## src/core/srgc_pkg.sv

```systemverilog
package srgc_pkg;

    // Configuration-mode indices of the management interrupt registers
    localparam logic [7:0] IDX_WDT2 = 8'hB0;
    localparam logic [7:0] IDX_EN1 = 8'hB4;
    localparam logic [7:0] IDX_EN2 = 8'hB5;
    localparam logic [7:0] IDX_ST1 = 8'hB6;
    localparam logic [7:0] IDX_ST2 = 8'hB7;

    // Run-time window: index 08..0F maps onto B0..B7
    localparam logic [7:0] RT_FIRST = 8'h08;
    localparam logic [7:0] RT_LAST = 8'h0F;
    localparam logic [7:0] RT_OFFSET = 8'hA8;

    // Per-pin configuration bytes, one index per pin from this base
    localparam logic [7:0] GP_BASE = 8'hD0;
    localparam int GP_NUM_DEF = 16;

    // Reset values
    localparam logic [7:0] REG_RST = 8'h00;
    localparam logic [7:0] GP_CFG_RST = 8'h01;

    // Writable / defined bits; reserved bits read as zero
    localparam logic [7:0] EN1_MASK = 8'hFE;
    localparam logic [7:0] EN2_MASK = 8'hD7;
    localparam logic [7:0] EN2_SRC_MASK = 8'h17;
    localparam logic [7:0] GP_CFG_MASK = 8'hDF;

    // Enable 1 / status 1 field positions
    localparam int B_PAR = 1;
    localparam int B_SER2 = 2;
    localparam int B_SER1 = 3;
    localparam int B_FLOP = 4;
    localparam int B_GRP2 = 5;
    localparam int B_GRP1 = 6;
    localparam int B_WDT = 7;

    // Enable 2 / status 2 field positions
    localparam int B_MOUSE = 0;
    localparam int B_KBD = 1;
    localparam int B_IR = 2;
    localparam int B_KBC = 4;
    localparam int B_FRAME = 6;
    localparam int B_PIN = 7;

    // Watchdog two: 250 ms units, zero stands for 256 units (64 s)
    localparam int WDT2_UNIT_MS = 250;
    localparam logic [8:0] WDT2_ZERO_UNITS = 9'h100;

    // Infrared edge detect arms once the synchroniser holds real samples
    localparam logic [1:0] IR_ARM_CYCLES = 2'h3;

    // Pin function select encodings
    localparam logic [1:0] FUNC_ORIG = 2'h0;
    localparam logic [1:0] FUNC_ALT1 = 2'h1;
    localparam logic [1:0] FUNC_ALT2 = 2'h2;
    localparam logic [1:0] FUNC_ALT3 = 2'h3;

    typedef struct packed {
        logic open_collector;
        logic int_en_two;
        logic reserved;
        logic [1:0] func_sel;
        logic int_en_one;
        logic invert;
        logic dir_in;
    } srgc_gp_cfg_t;

    typedef struct packed {
        logic mode;
        logic wr;
        logic rd;
        logic [7:0] index;
        logic [7:0] wdata;
    } srgc_cfg_req_t;

    typedef struct packed {
        logic watchdog;
        logic floppy;
        logic serial_one;
        logic serial_two;
        logic parallel;
        logic mouse;
        logic keyboard;
        logic kbc_line;
    } srgc_src_t;

endpackage : srgc_pkg

```

## src/core/srgc_sync.sv

```systemverilog
`timescale 1ns/10ps
module srgc_sync #(
    parameter int W = 1
) (
    input wire logic sys_clk,
    input wire logic rst_n,
    input wire logic [W-1:0] async_in,
    output logic [W-1:0] sync_out
);
    logic [W-1:0] meta_q;
    logic [W-1:0] sync_q;

    // First stage feeds only the second stage
    always_ff @(posedge sys_clk or negedge rst_n) begin
        if (!rst_n) begin
            meta_q <= '0;
            sync_q <= '0;
        end else begin
            meta_q <= async_in;
            sync_q <= meta_q;
        end
    end

    assign sync_out = sync_q;
endmodule : srgc_sync

```

## src/core/srgc_gp_pin.sv

```systemverilog
`timescale 1ns/10ps
module srgc_gp_pin (
    input wire logic sys_clk,
    input wire logic rst_n,
    input srgc_pkg::srgc_gp_cfg_t cfg,
    input wire logic pad_in,
    input wire logic [3:0] func_out,
    output logic pad_out,
    output logic pad_oe,
    output logic level,
    output logic irq_one,
    output logic irq_two
);
    import srgc_pkg::*;

    logic drive_val;
    logic logic_in;
    logic oe_d;
    logic out_d;

    assign drive_val = func_out[cfg.func_sel] ^ cfg.invert;
    assign logic_in = pad_in ^ cfg.invert;
    // Open collector only ever pulls low; a high is left to the pull-up
    assign oe_d = !cfg.dir_in && (!cfg.open_collector || !drive_val);
    assign out_d = cfg.open_collector ? 1'b0 : drive_val;

    always_ff @(posedge sys_clk or negedge rst_n) begin
        if (!rst_n) begin
            pad_out <= 1'b0;
            pad_oe <= 1'b0;
            level <= 1'b0;
            irq_one <= 1'b0;
            irq_two <= 1'b0;
        end else begin
            pad_out <= out_d;
            pad_oe <= oe_d;
            level <= logic_in;
            irq_one <= logic_in && cfg.int_en_one;
            irq_two <= logic_in && cfg.int_en_two;
        end
    end
endmodule : srgc_gp_pin

```

## src/core/srgc_top.sv

```systemverilog
// Contract
// - Watchdog two value counts 250 ms units; zero means 64 s, FF 63.75 s.
// - Enable one bits 1..7 pass parallel, UARTs, floppy, groups, watchdog to group.
// - Enable two bits 0,1,2 pass mouse, keyboard, infrared; bit 4 routes kbc line.
// - Enable two bit 6 places grouped interrupt in the serial IRQ frame.
// - Enable two bit 7 drives the dedicated pin; clear leaves it floating.
// - Status one bits 1..7 mirror their sources, cleared only at the source.
// - Status two bits 0, 1, 4 mirror mouse, keyboard, kbc line sources.
// - Status two bit 2 set by infrared edge after mux, cleared by read.
// - Timeout, enable and status registers also at indices 08..0F outside config mode.
// - Pin config bit 0: one makes the pin input, zero output.
// - Pin config bit 1 inverts the pin's logical value.
// - Pin config bit 2 includes the pin in combined interrupt one.
// - Pin config bit 6 includes the pin in combined interrupt two.
// - Pin config bits 4..3 select original or one of three alternate functions.
// - Pin config bit 7 makes an output open collector, else push-pull.
// - Infrared source is second UART receive, or alternate pin when mux bit set.
`timescale 1ns/10ps
module srgc_top #(
    parameter int GP_NUM = srgc_pkg::GP_NUM_DEF
) (
    input wire logic sys_clk,
    input wire logic rst_n,
    input srgc_pkg::srgc_cfg_req_t cfg_req,
    output logic [7:0] cfg_rdata,
    input srgc_pkg::srgc_src_t src,
    input wire logic ir_mux_alt,
    input wire logic serial_two_rx_pin,
    input wire logic alt_ir_rx_pin,
    input wire logic [GP_NUM-1:0] gp_pad_in,
    input wire logic [4*GP_NUM-1:0] gp_func_out,
    output logic [GP_NUM-1:0] gp_pad_out,
    output logic [GP_NUM-1:0] gp_pad_oe,
    output logic [GP_NUM-1:0] gp_level,
    output logic [7:0] watchdog_two_timeout,
    output logic [8:0] watchdog_two_units,
    output logic grouped_mgmt_irq_out_n,
    output logic grouped_mgmt_irq_oe,
    output logic serirq_mgmt_req
);
    import srgc_pkg::*;

    // Register hit: the index matches and the register window is open
    function automatic logic reg_hit(input logic open, input logic [7:0] idx, input logic [7:0] target);
        reg_hit = open && (idx == target);
    endfunction : reg_hit

    logic [7:0] wdt2_q;
    logic [7:0] en1_q;
    logic [7:0] en2_q;
    logic [7:0] st1_q;
    logic [7:0] st2_src_q;
    logic ir_flag_q;
    logic ir_flag_d;
    logic ir_prev_q;
    logic [1:0] ir_arm_q;
    logic [7:0] rdata_q;
    logic [7:0] rdata_d;
    logic irq_n_q;
    logic irq_oe_q;
    logic frame_q;
    logic [8:0] units_q;

    srgc_gp_cfg_t gp_cfg_q [GP_NUM];
    logic [GP_NUM-1:0] gp_pad_sync;
    logic [GP_NUM-1:0] gp_irq_one;
    logic [GP_NUM-1:0] gp_irq_two;
    logic [GP_NUM-1:0] gp_hit;

    logic [1:0] ir_sync;
    logic ir_sel;
    logic ir_edge;
    logic rt_window;
    logic reg_open;
    logic [7:0] eff_idx;
    logic wr_wdt2;
    logic wr_en1;
    logic wr_en2;
    logic rd_st2;
    logic [7:0] st2_val;
    logic [7:0] st1_d;
    logic group_one;
    logic group_two;
    logic pending;

    // Index decode: config mode sees the full space, run-time only 08..0F
    assign rt_window = !cfg_req.mode && (cfg_req.index >= RT_FIRST) && (cfg_req.index <= RT_LAST);
    assign reg_open = cfg_req.mode || rt_window;
    assign eff_idx = rt_window ? 8'(cfg_req.index + RT_OFFSET) : cfg_req.index;

    assign wr_wdt2 = cfg_req.wr && reg_hit(reg_open, eff_idx, IDX_WDT2);
    assign wr_en1 = cfg_req.wr && reg_hit(reg_open, eff_idx, IDX_EN1);
    assign wr_en2 = cfg_req.wr && reg_hit(reg_open, eff_idx, IDX_EN2);
    assign rd_st2 = cfg_req.rd && reg_hit(reg_open, eff_idx, IDX_ST2);

    // Infrared receive: both candidate pins synchronised, then muxed
    srgc_sync #(
        .W(2)
    ) u_ir_sync (
        .sys_clk(sys_clk),
        .rst_n(rst_n),
        .async_in({serial_two_rx_pin, alt_ir_rx_pin}),
        .sync_out(ir_sync)
    );

    assign ir_sel = ir_mux_alt ? ir_sync[0] : ir_sync[1];
    // Flipping the mux between two unequal pins also counts as a transition
    assign ir_edge = (ir_arm_q == IR_ARM_CYCLES) && (ir_sel != ir_prev_q);
    // A new edge beats a clearing read in the same cycle
    assign ir_flag_d = ir_edge ? 1'b1 : (rd_st2 ? 1'b0 : ir_flag_q);

    // Pins
    srgc_sync #(
        .W(GP_NUM)
    ) u_gp_sync (
        .sys_clk(sys_clk),
        .rst_n(rst_n),
        .async_in(gp_pad_in),
        .sync_out(gp_pad_sync)
    );

    genvar gi;
    generate
        for (gi = 0; gi < GP_NUM; gi++) begin : g_pin
            assign gp_hit[gi] = cfg_req.wr && reg_hit(cfg_req.mode, cfg_req.index, 8'(GP_BASE + gi));

            always_ff @(posedge sys_clk or negedge rst_n) begin
                if (!rst_n) begin
                    gp_cfg_q[gi] <= srgc_gp_cfg_t'(GP_CFG_RST);
                end else if (gp_hit[gi]) begin
                    gp_cfg_q[gi] <= srgc_gp_cfg_t'(cfg_req.wdata & GP_CFG_MASK);
                end
            end

            srgc_gp_pin u_pin (
                .sys_clk(sys_clk),
                .rst_n(rst_n),
                .cfg(gp_cfg_q[gi]),
                .pad_in(gp_pad_sync[gi]),
                .func_out(gp_func_out[4*gi +: 4]),
                .pad_out(gp_pad_out[gi]),
                .pad_oe(gp_pad_oe[gi]),
                .level(gp_level[gi]),
                .irq_one(gp_irq_one[gi]),
                .irq_two(gp_irq_two[gi])
            );
        end
    endgenerate

    assign group_one = |gp_irq_one;
    assign group_two = |gp_irq_two;

    // Status bits follow their sources; nothing here can clear them
    always_comb begin
        st1_d = REG_RST;
        st1_d[B_PAR] = src.parallel;
        st1_d[B_SER2] = src.serial_two;
        st1_d[B_SER1] = src.serial_one;
        st1_d[B_FLOP] = src.floppy;
        st1_d[B_GRP2] = group_two;
        st1_d[B_GRP1] = group_one;
        st1_d[B_WDT] = src.watchdog;
    end

    always_comb begin
        st2_val = st2_src_q;
        st2_val[B_IR] = ir_flag_q;
    end

    assign pending = |(st1_q & en1_q & EN1_MASK) || |(st2_val & en2_q & EN2_SRC_MASK);

    // Read mux; unmapped indices read zero
    always_comb begin
        rdata_d = rdata_q;
        if (cfg_req.rd) begin
            rdata_d = REG_RST;
            if (reg_open) begin
                unique case (eff_idx)
                    IDX_WDT2: rdata_d = wdt2_q;
                    IDX_EN1: rdata_d = en1_q;
                    IDX_EN2: rdata_d = en2_q;
                    IDX_ST1: rdata_d = st1_q;
                    IDX_ST2: rdata_d = st2_val;
                    default: rdata_d = REG_RST;
                endcase
            end
            for (int i = 0; i < GP_NUM; i++) begin
                if (reg_hit(cfg_req.mode, cfg_req.index, 8'(GP_BASE + i))) begin
                    rdata_d = gp_cfg_q[i];
                end
            end
        end
    end

    always_ff @(posedge sys_clk or negedge rst_n) begin
        if (!rst_n) begin
            wdt2_q <= REG_RST;
            en1_q <= REG_RST;
            en2_q <= REG_RST;
        end else begin
            if (wr_wdt2) begin
                wdt2_q <= cfg_req.wdata;
            end
            if (wr_en1) begin
                en1_q <= cfg_req.wdata & EN1_MASK;
            end
            if (wr_en2) begin
                en2_q <= cfg_req.wdata & EN2_MASK;
            end
        end
    end

    always_ff @(posedge sys_clk or negedge rst_n) begin
        if (!rst_n) begin
            st1_q <= REG_RST;
            st2_src_q <= REG_RST;
        end else begin
            st1_q <= st1_d;
            st2_src_q <= {3'h0, src.kbc_line, 2'h0, src.keyboard, src.mouse};
        end
    end

    always_ff @(posedge sys_clk or negedge rst_n) begin
        if (!rst_n) begin
            ir_flag_q <= 1'b0;
            ir_prev_q <= 1'b0;
            ir_arm_q <= 2'h0;
        end else begin
            ir_flag_q <= ir_flag_d;
            ir_prev_q <= ir_sel;
            // Holds off edges until the synchroniser has flushed its reset zeros
            if (ir_arm_q != IR_ARM_CYCLES) begin
                ir_arm_q <= 2'(ir_arm_q + 2'h1);
            end
        end
    end

    always_ff @(posedge sys_clk or negedge rst_n) begin
        if (!rst_n) begin
            rdata_q <= REG_RST;
            irq_n_q <= 1'b1;
            irq_oe_q <= 1'b0;
            frame_q <= 1'b0;
            units_q <= WDT2_ZERO_UNITS;
        end else begin
            rdata_q <= rdata_d;
            irq_n_q <= !pending;
            irq_oe_q <= en2_q[B_PIN];
            frame_q <= pending && en2_q[B_FRAME];
            units_q <= (wdt2_q == REG_RST) ? WDT2_ZERO_UNITS : {1'b0, wdt2_q};
        end
    end

    assign cfg_rdata = rdata_q;
    assign watchdog_two_timeout = wdt2_q;
    assign watchdog_two_units = units_q;
    assign grouped_mgmt_irq_out_n = irq_n_q;
    assign grouped_mgmt_irq_oe = irq_oe_q;
    assign serirq_mgmt_req = frame_q;
endmodule : srgc_top

```

## config.mk

```make
export PLATFORM = sky130hd
export DESIGN_NAME = srgc_top
export DESIGN_NICKNAME = d
export VERILOG_FILES = /design/src/core/srgc_pkg.sv /design/src/core/srgc_sync.sv /design/src/core/srgc_gp_pin.sv /design/src/core/srgc_top.sv
export SDC_FILE = /design/constraint.sdc
export NUM_CORES = 1
export LEC_CHECK = 0
export BUFFER_PORTS_ARGS = -buffer_cell sky130_fd_sc_hd__clkbuf_2
export CAP_MARGIN = 5
export CORE_MARGIN = 2
export CORE_UTILIZATION = 50
export CTS_CLUSTER_DIAMETER = 30
export DETAILED_ROUTE_END_ITERATION = 16
export HOLD_SLACK_MARGIN = 0.06
export MAX_ROUTING_LAYER = met4
export PLACE_DENSITY = 0.74
export SETUP_SLACK_MARGIN = 0.1
export SYNTH_ARGS = -nofsm -noshare
export SYNTH_HDL_FRONTEND = slang
export SYNTH_SLANG_ARGS = --single-unit
```

## constraint.sdc

```tcl
create_clock -name sys_clk -period 2.15 [get_ports sys_clk]
set_input_delay 0.43 -clock sys_clk [delete_from_list [all_inputs] [get_ports sys_clk]]
set_output_delay 0.43 -clock sys_clk [all_outputs]
set_load 0.05 [all_outputs]
```

Word level (Yosys, flattened, before mapping) --
Cells that the tools add are included.
Operators by class: $add $sub $neg 2, order comparisons 18, eq/ne operators 24, multiplexer cells 71, bitwise logic cells 34, reductions and logical operators 166
Operators by type and width (number):
- $eq A8 B8 Y1 const B | 21
- $mux W8 | 18
- $logic_and A1 B1 Y1 | 92
- $logic_not A1 Y1 | 50
- $lt A2 B3 Y1 const B | 16
- $pmux W8 S5 | 1
- $mux W1 | 35
- $bmux W1 S2 | 16
- $reduce_or A16 Y1 | 2
- $xor A1 B1 Y1 | 32
- $logic_or A1 B1 Y1 | 18
- $mux W9 | 1
- $add A8 B8 Y8 const B | 1
- $and A8 B8 Y8 | 1
- $ge A8 B4 Y1 const B | 1
- $le A8 B4 Y1 const B | 1
- $logic_not A8 Y1 | 1
- $reduce_or A7 Y1 | 1
- $and A5 B5 Y5 | 1
- $reduce_or A4 Y1 | 1
- $add A2 B1 Y2 const B | 1
- $eq A2 B2 Y1 const B | 1
- $ne A2 B2 Y1 const B | 1
- $reduce_bool A2 Y1 | 1
- $ne A1 B1 Y1 | 1
Word-level totals: bits in registers 283, output and inout port bits 76

Depth between registers and ports, before layout --
depth in word-level cells 23, depth in mapped cells 9, mapped depth without buffers 7

Modules after synthesis --
Synthesis repeated with hierarchy kept, for this count alone.
Second synthesis, totals: cell total of the unflattened synthesis 916, area total of the unflattened synthesis 12300.5 µm²
Modules (own cells, without submodules):
- srgc_top | times used 1, cells an instance 688, area each 8376.8 µm², sequential area each 4201.5 µm²
- srgc_gp_pin | times used 16, cells an instance 12, area each 188.9 µm², sequential area each 125.1 µm²
- srgc_sync at u_gp_sync | times used 1, cells an instance 32, area each 800.8 µm², sequential area each 800.8 µm²
- srgc_sync at u_ir_sync | times used 1, cells an instance 4, area each 100.1 µm², sequential area each 100.1 µm²

Least setup slack after synthesis --
No wires, ideal clock.
path kind input to register, start point input cfg_req[11] (netlist name), end point register en1_q[1], arrival time 2.036 ns, data required time 2.025 ns, setup slack -0.011 ns, stages on the path 8, cell sequence ha_1 -> nor4_2 -> nand4_1 -> and2_1 -> buf_6 -> or3_1 -> buf_6 -> mux2_4
On the way: word-level cells in the longest chain between the ends 7, elaborated cells between the ends (all ways) 10, classes of those cells add/sub: 1; order compare: 2; eq/ne: 1; mux: 1; reduce/logical: 5
Ends and longest elaborated chain:
- start, declared | RTL line srgc_top.sv:24 | input srgc_pkg::srgc_cfg_req_t cfg_req,
- $ge A8 B4 Y1 | RTL line srgc_top.sv:87 | assign rt_window = !cfg_req.mode && (cfg_req.index >= RT_FIRST) && (cfg_req.index <= RT_LAST);
- $logic_and A1 B1 Y1 (2 in a row) | RTL line srgc_top.sv:87
- $mux W8 | RTL line srgc_top.sv:89 | assign eff_idx = rt_window ? 8'(cfg_req.index + RT_OFFSET) : cfg_req.index;
- $eq A8 B8 Y1 | RTL line srgc_top.sv:45 | reg_hit = open && (idx == target);
- $logic_and A1 B1 Y1 * | RTL line srgc_top.sv:45
- $logic_and A1 B1 Y1 * | RTL line srgc_top.sv:92 | assign wr_en1 = cfg_req.wr && reg_hit(reg_open, eff_idx, IDX_EN1);
- end signal, assigned | RTL line srgc_top.sv:205 | en1_q <= cfg_req.wdata & EN1_MASK;
- end, declared | RTL line srgc_top.sv:49 | logic [7:0] en1_q;
Mark *: on every way between the ends. The rest lies on a longest branch, timed or not. A chain may end at the register's enable or synchronous reset.

Worst setup path after layout --
start point register wdt2_q[6], in the netlist watchdog_two_timeout[6], end point output watchdog_two_timeout[6]
RTL lines:
- start, declared | RTL line srgc_top.sv:48 | logic [7:0] wdt2_q;
- start signal, assigned | RTL line srgc_top.sv:202 | wdt2_q <= cfg_req.wdata;
- end, declared | RTL line srgc_top.sv:35 | output logic [7:0] watchdog_two_timeout,
No word-level cell between the ends.

==> results.yml <==
timing:
  grt_setup_unrepaired: "no"
  hold_violations: 0
  fin_hold_ws_ns: 0.149
  fmax_ghz: 0.548
  slew_violations: 0
  max-slew-margin-rel_pct: 36.9
  finClkSkew_ns: 0.0261
  worst_slew_pin_slew_ns: 0.937
  setup_viol: 0
  period_share_pct: 84.8
  finalCriticalPeriod_ns: 1.82
die:
  die_w_um: 162
  die_y_um: 162
  rows: 57
  die_area_um2: 26200
  core_um2: 24400
  io_pins: 188
  initial_utilization_pct: 51.0
clock_network:
  cts.reportedPaths.clkPinSlew_ns: 0.05
  clkLatencyLatePin_ns: 0.57
  ctsHtreeMaxLevel: 2
  cts_buffers: 57
  cts_root_buf: "clkbuf_16"
  post-cts-setup-buffer-count: 0
  cts_tree: "built"
  cts_num_sinks: 283
  clockBufferDepth: 3
finish:
  finalInstanceArea_um2: 16200
  final_cells: 1612
  area_growth_pct: 30.2
  drive_gt1_share_pct: 43.5
  nFillCells: 1825
  nets: 1355
  n_antenna_cell: 0
synth:
  synth_top_family_by_area: "multiplexers"
  synth_area_leaders: "dfrtp_1 53%, mux2_2 11%, mux4_2 4.2%"
  yosysSeqAreaShare_pct: 57.1
  async_reset_ff_share_pct: 100
  ys_ff_latch: 283
  yosys.area_share.adder_pct: 0.201
  syn_area_um2: 12400
  netlist_top_cells_count: "265 x dfrtp_1, 125 x mux2_2, 72 x nor2_1"
  synth_most_common_cell: "dfrtp_1"
  synthDominantCellAreaShare_pct: 53.3
  yosys_warnings: 0
  synth_cells: 984
  synth-simple-area-share_pct: 9.92
  synth-compound-area-share_pct: 6.52
  synth_edf_count: 0
  synth.avg_cell_area_um2: 12.6
  syn_nets: 1098
  yosys_most_used_dff: "dfrtp_1"
  synth_mux_area_share_pct: 18.2
  synth_top_cell_by_area: "dfrtp_1"
  synth_xor_area_share_pct: 2.32
  synth.distinct_cells: 60
setup_path:
  crit_path_max_fanout: 5
  end_kind: "primary output"
  reg2reg_slack_ns: 0.37
  path_cells: "clkbuf_2"
  worstPathRequired_ns: 1.72
  start_kind: "flop"
  critPathKind: "flop to primary output"
  critPathArrivalTime_ns: 1.39
  crit_family: "flip-flops"
  path_buf_inv: 1
  slowest_delay_ns: 0.49
  crit_slowest_cell: "dfrtp_1"
global_route:
  grt_pass1_vias: 9434
  grtUsageTotal_pct: 27.3
  grt_first_pass_wirelength_mm: 52.8
  antenna_found_initial: 0
  grt_max_degree: 72
  overflow: 0
routing:
  wirelength_mm: 33.8
  drcViolationCount: 0
  ant_nets: 0
  wire_per_inst_um: 21.0
  via_per_inst: 5.47
  drtIter0Drc: 644
  dr_total_vias: 8816
  firstDrtPassIters: 5
placed_design:
  post-place-cells: 1479
  dp_hpwl_mm: 23.8
  port_buffers: 187
  placed_cell_area_um2: 14000
  place.gp.congestion: 0.994
power_and_ir_drop:
  vdd_drop_max_mv: 0.992
  p_leak_nw: 7.80
  power_density_nw_per_um2: 971
flow_run:
  maxCapViolCount: 0
min_path:
  hp-class: "input port to flop"
status:
  status: "finished, final reports clean"
==> worst register-to-register path: cells and delay by family, from the launching register on <==
family	cells	cell delay, ns
multiplexers	1	0.28
AND/OR/NAND/NOR	1	0.08
AO/OA/AOI/OAI	4	0.89
flip-flops	1	0.40
==> stage by stage <==
step                TNS, ns  total power [mW]  worst slack, ns  util, %
global placement      -3.80              7.00           -0.163     57.2
floorplan                 0              6.51           0.0766        -
finish                    0              15.7            0.326     66.4
CTS                       0              15.8            0.322     66.4
detailed placement    -5.55              7.02           -0.202     57.2
global route              0              16.2            0.226     66.4
==> layout by cell type, fill, tap and decap left out, types with 11 or more instances in the layout <==
cell / instances
nand2_1: 46
dfstp_2: 18
nor2b_1: 11
nor2_1: 72
buf_12: 11
nand2b_1: 11
clkbuf_2: 186
mux2i_1: 23
clkbuf_16: 58
mux4_2: 23
o22ai_1: 11
inv_1: 26
a21oi_1: 32
and2_1: 36
o21ai_0: 35
dlygate4sd3_1: 27
dfrtp_1: 265
xor2_1: 16
xnor2_1: 17
buf_4: 74
mux2_2: 125
==> logic make-up after synthesis <==
logic type | after synthesis
AO/OA/AOI/OAI | 127
XOR/XNOR | 33
adder cells (fa/ha/maj) | 2
buffers and inverters | 127
flip-flops | 283
multiplexers | 178
AND/OR/NAND/NOR | 234
==> repair_timing <==
item / CTS / global route
hold buffers: 27 / 0
gates resized for setup: 0 / 0
endpoints found under the hold margin: 64 / 0
==> layer usage <==
metal,global-route usage [%],part of all wire [%],up-vias
met5,-,0,-
met4,9.09,2.7,0
met3,4.44,6.4,75
met2,46.0,51,344
met1,34.0,40,4446
li1,-,-,3951
==> final cells by class <==
type / count / area [µm²] / area share (%)
sequential: 283 / 7100 / 43.9
multi-input combinational: 574 / 4630 / 28.6
timing repair buffer: 299 / 1990 / 12.3
clock buffer: 66 / 1520 / 9.40
clock inverter: 40 / 440 / 2.72
tap: 324 / 405 / 2.50
inverter: 26 / 97.6 / 0.603
==> registers in the layout, summed over array words and instances, names as in the netlist, 8 cells and up <==
| signal | cells |
|---|---|
| gp_cfg_q | 112 |
| g_pin.u_pin.irq_one | 16 |
| g_pin.u_pin.irq_two | 16 |
| g_pin.u_pin.level | 16 |
| g_pin.u_pin.pad_oe | 16 |
| g_pin.u_pin.pad_out | 16 |
| u_gp_sync.meta_q | 16 |
| u_gp_sync.sync_out | 16 |
| watchdog_two_units | 9 |
| cfg_rdata | 8 |
| watchdog_two_timeout | 8 |
==> final timing paths <==
check	start	cells after the start	endpoint
max in group asynchronous	rst_n	3	gp_cfg_q[40]
worst min-delay path	cfg_req[5]	2	en1_q[5]
min in group asynchronous	rst_n	2	u_gp_sync.sync_out[3]
worst max register to register	st1_q[4]	6	cfg_rdata[4]
worst max-delay path	watchdog_two_timeout[6]	1	watchdog_two_timeout[6]
worst min register to register	u_gp_sync.meta_q[3]	0	u_gp_sync.sync_out[3]
==> power breakdown <==
| part | leakage (nW) | switching [mW] | total (mW) | internal (mW) |
|---|---|---|---|---|
| combinational | 3.27 | 0.816 | 1.29 | 0.473 |
| clock | 0.941 | 3.01 | 8.74 | 5.73 |
| sequential | 3.58 | 0.142 | 5.70 | 5.55 |
| total | 7.80 | 3.96 | 15.7 | 11.8 |
(Power assumes the default switching activity.)
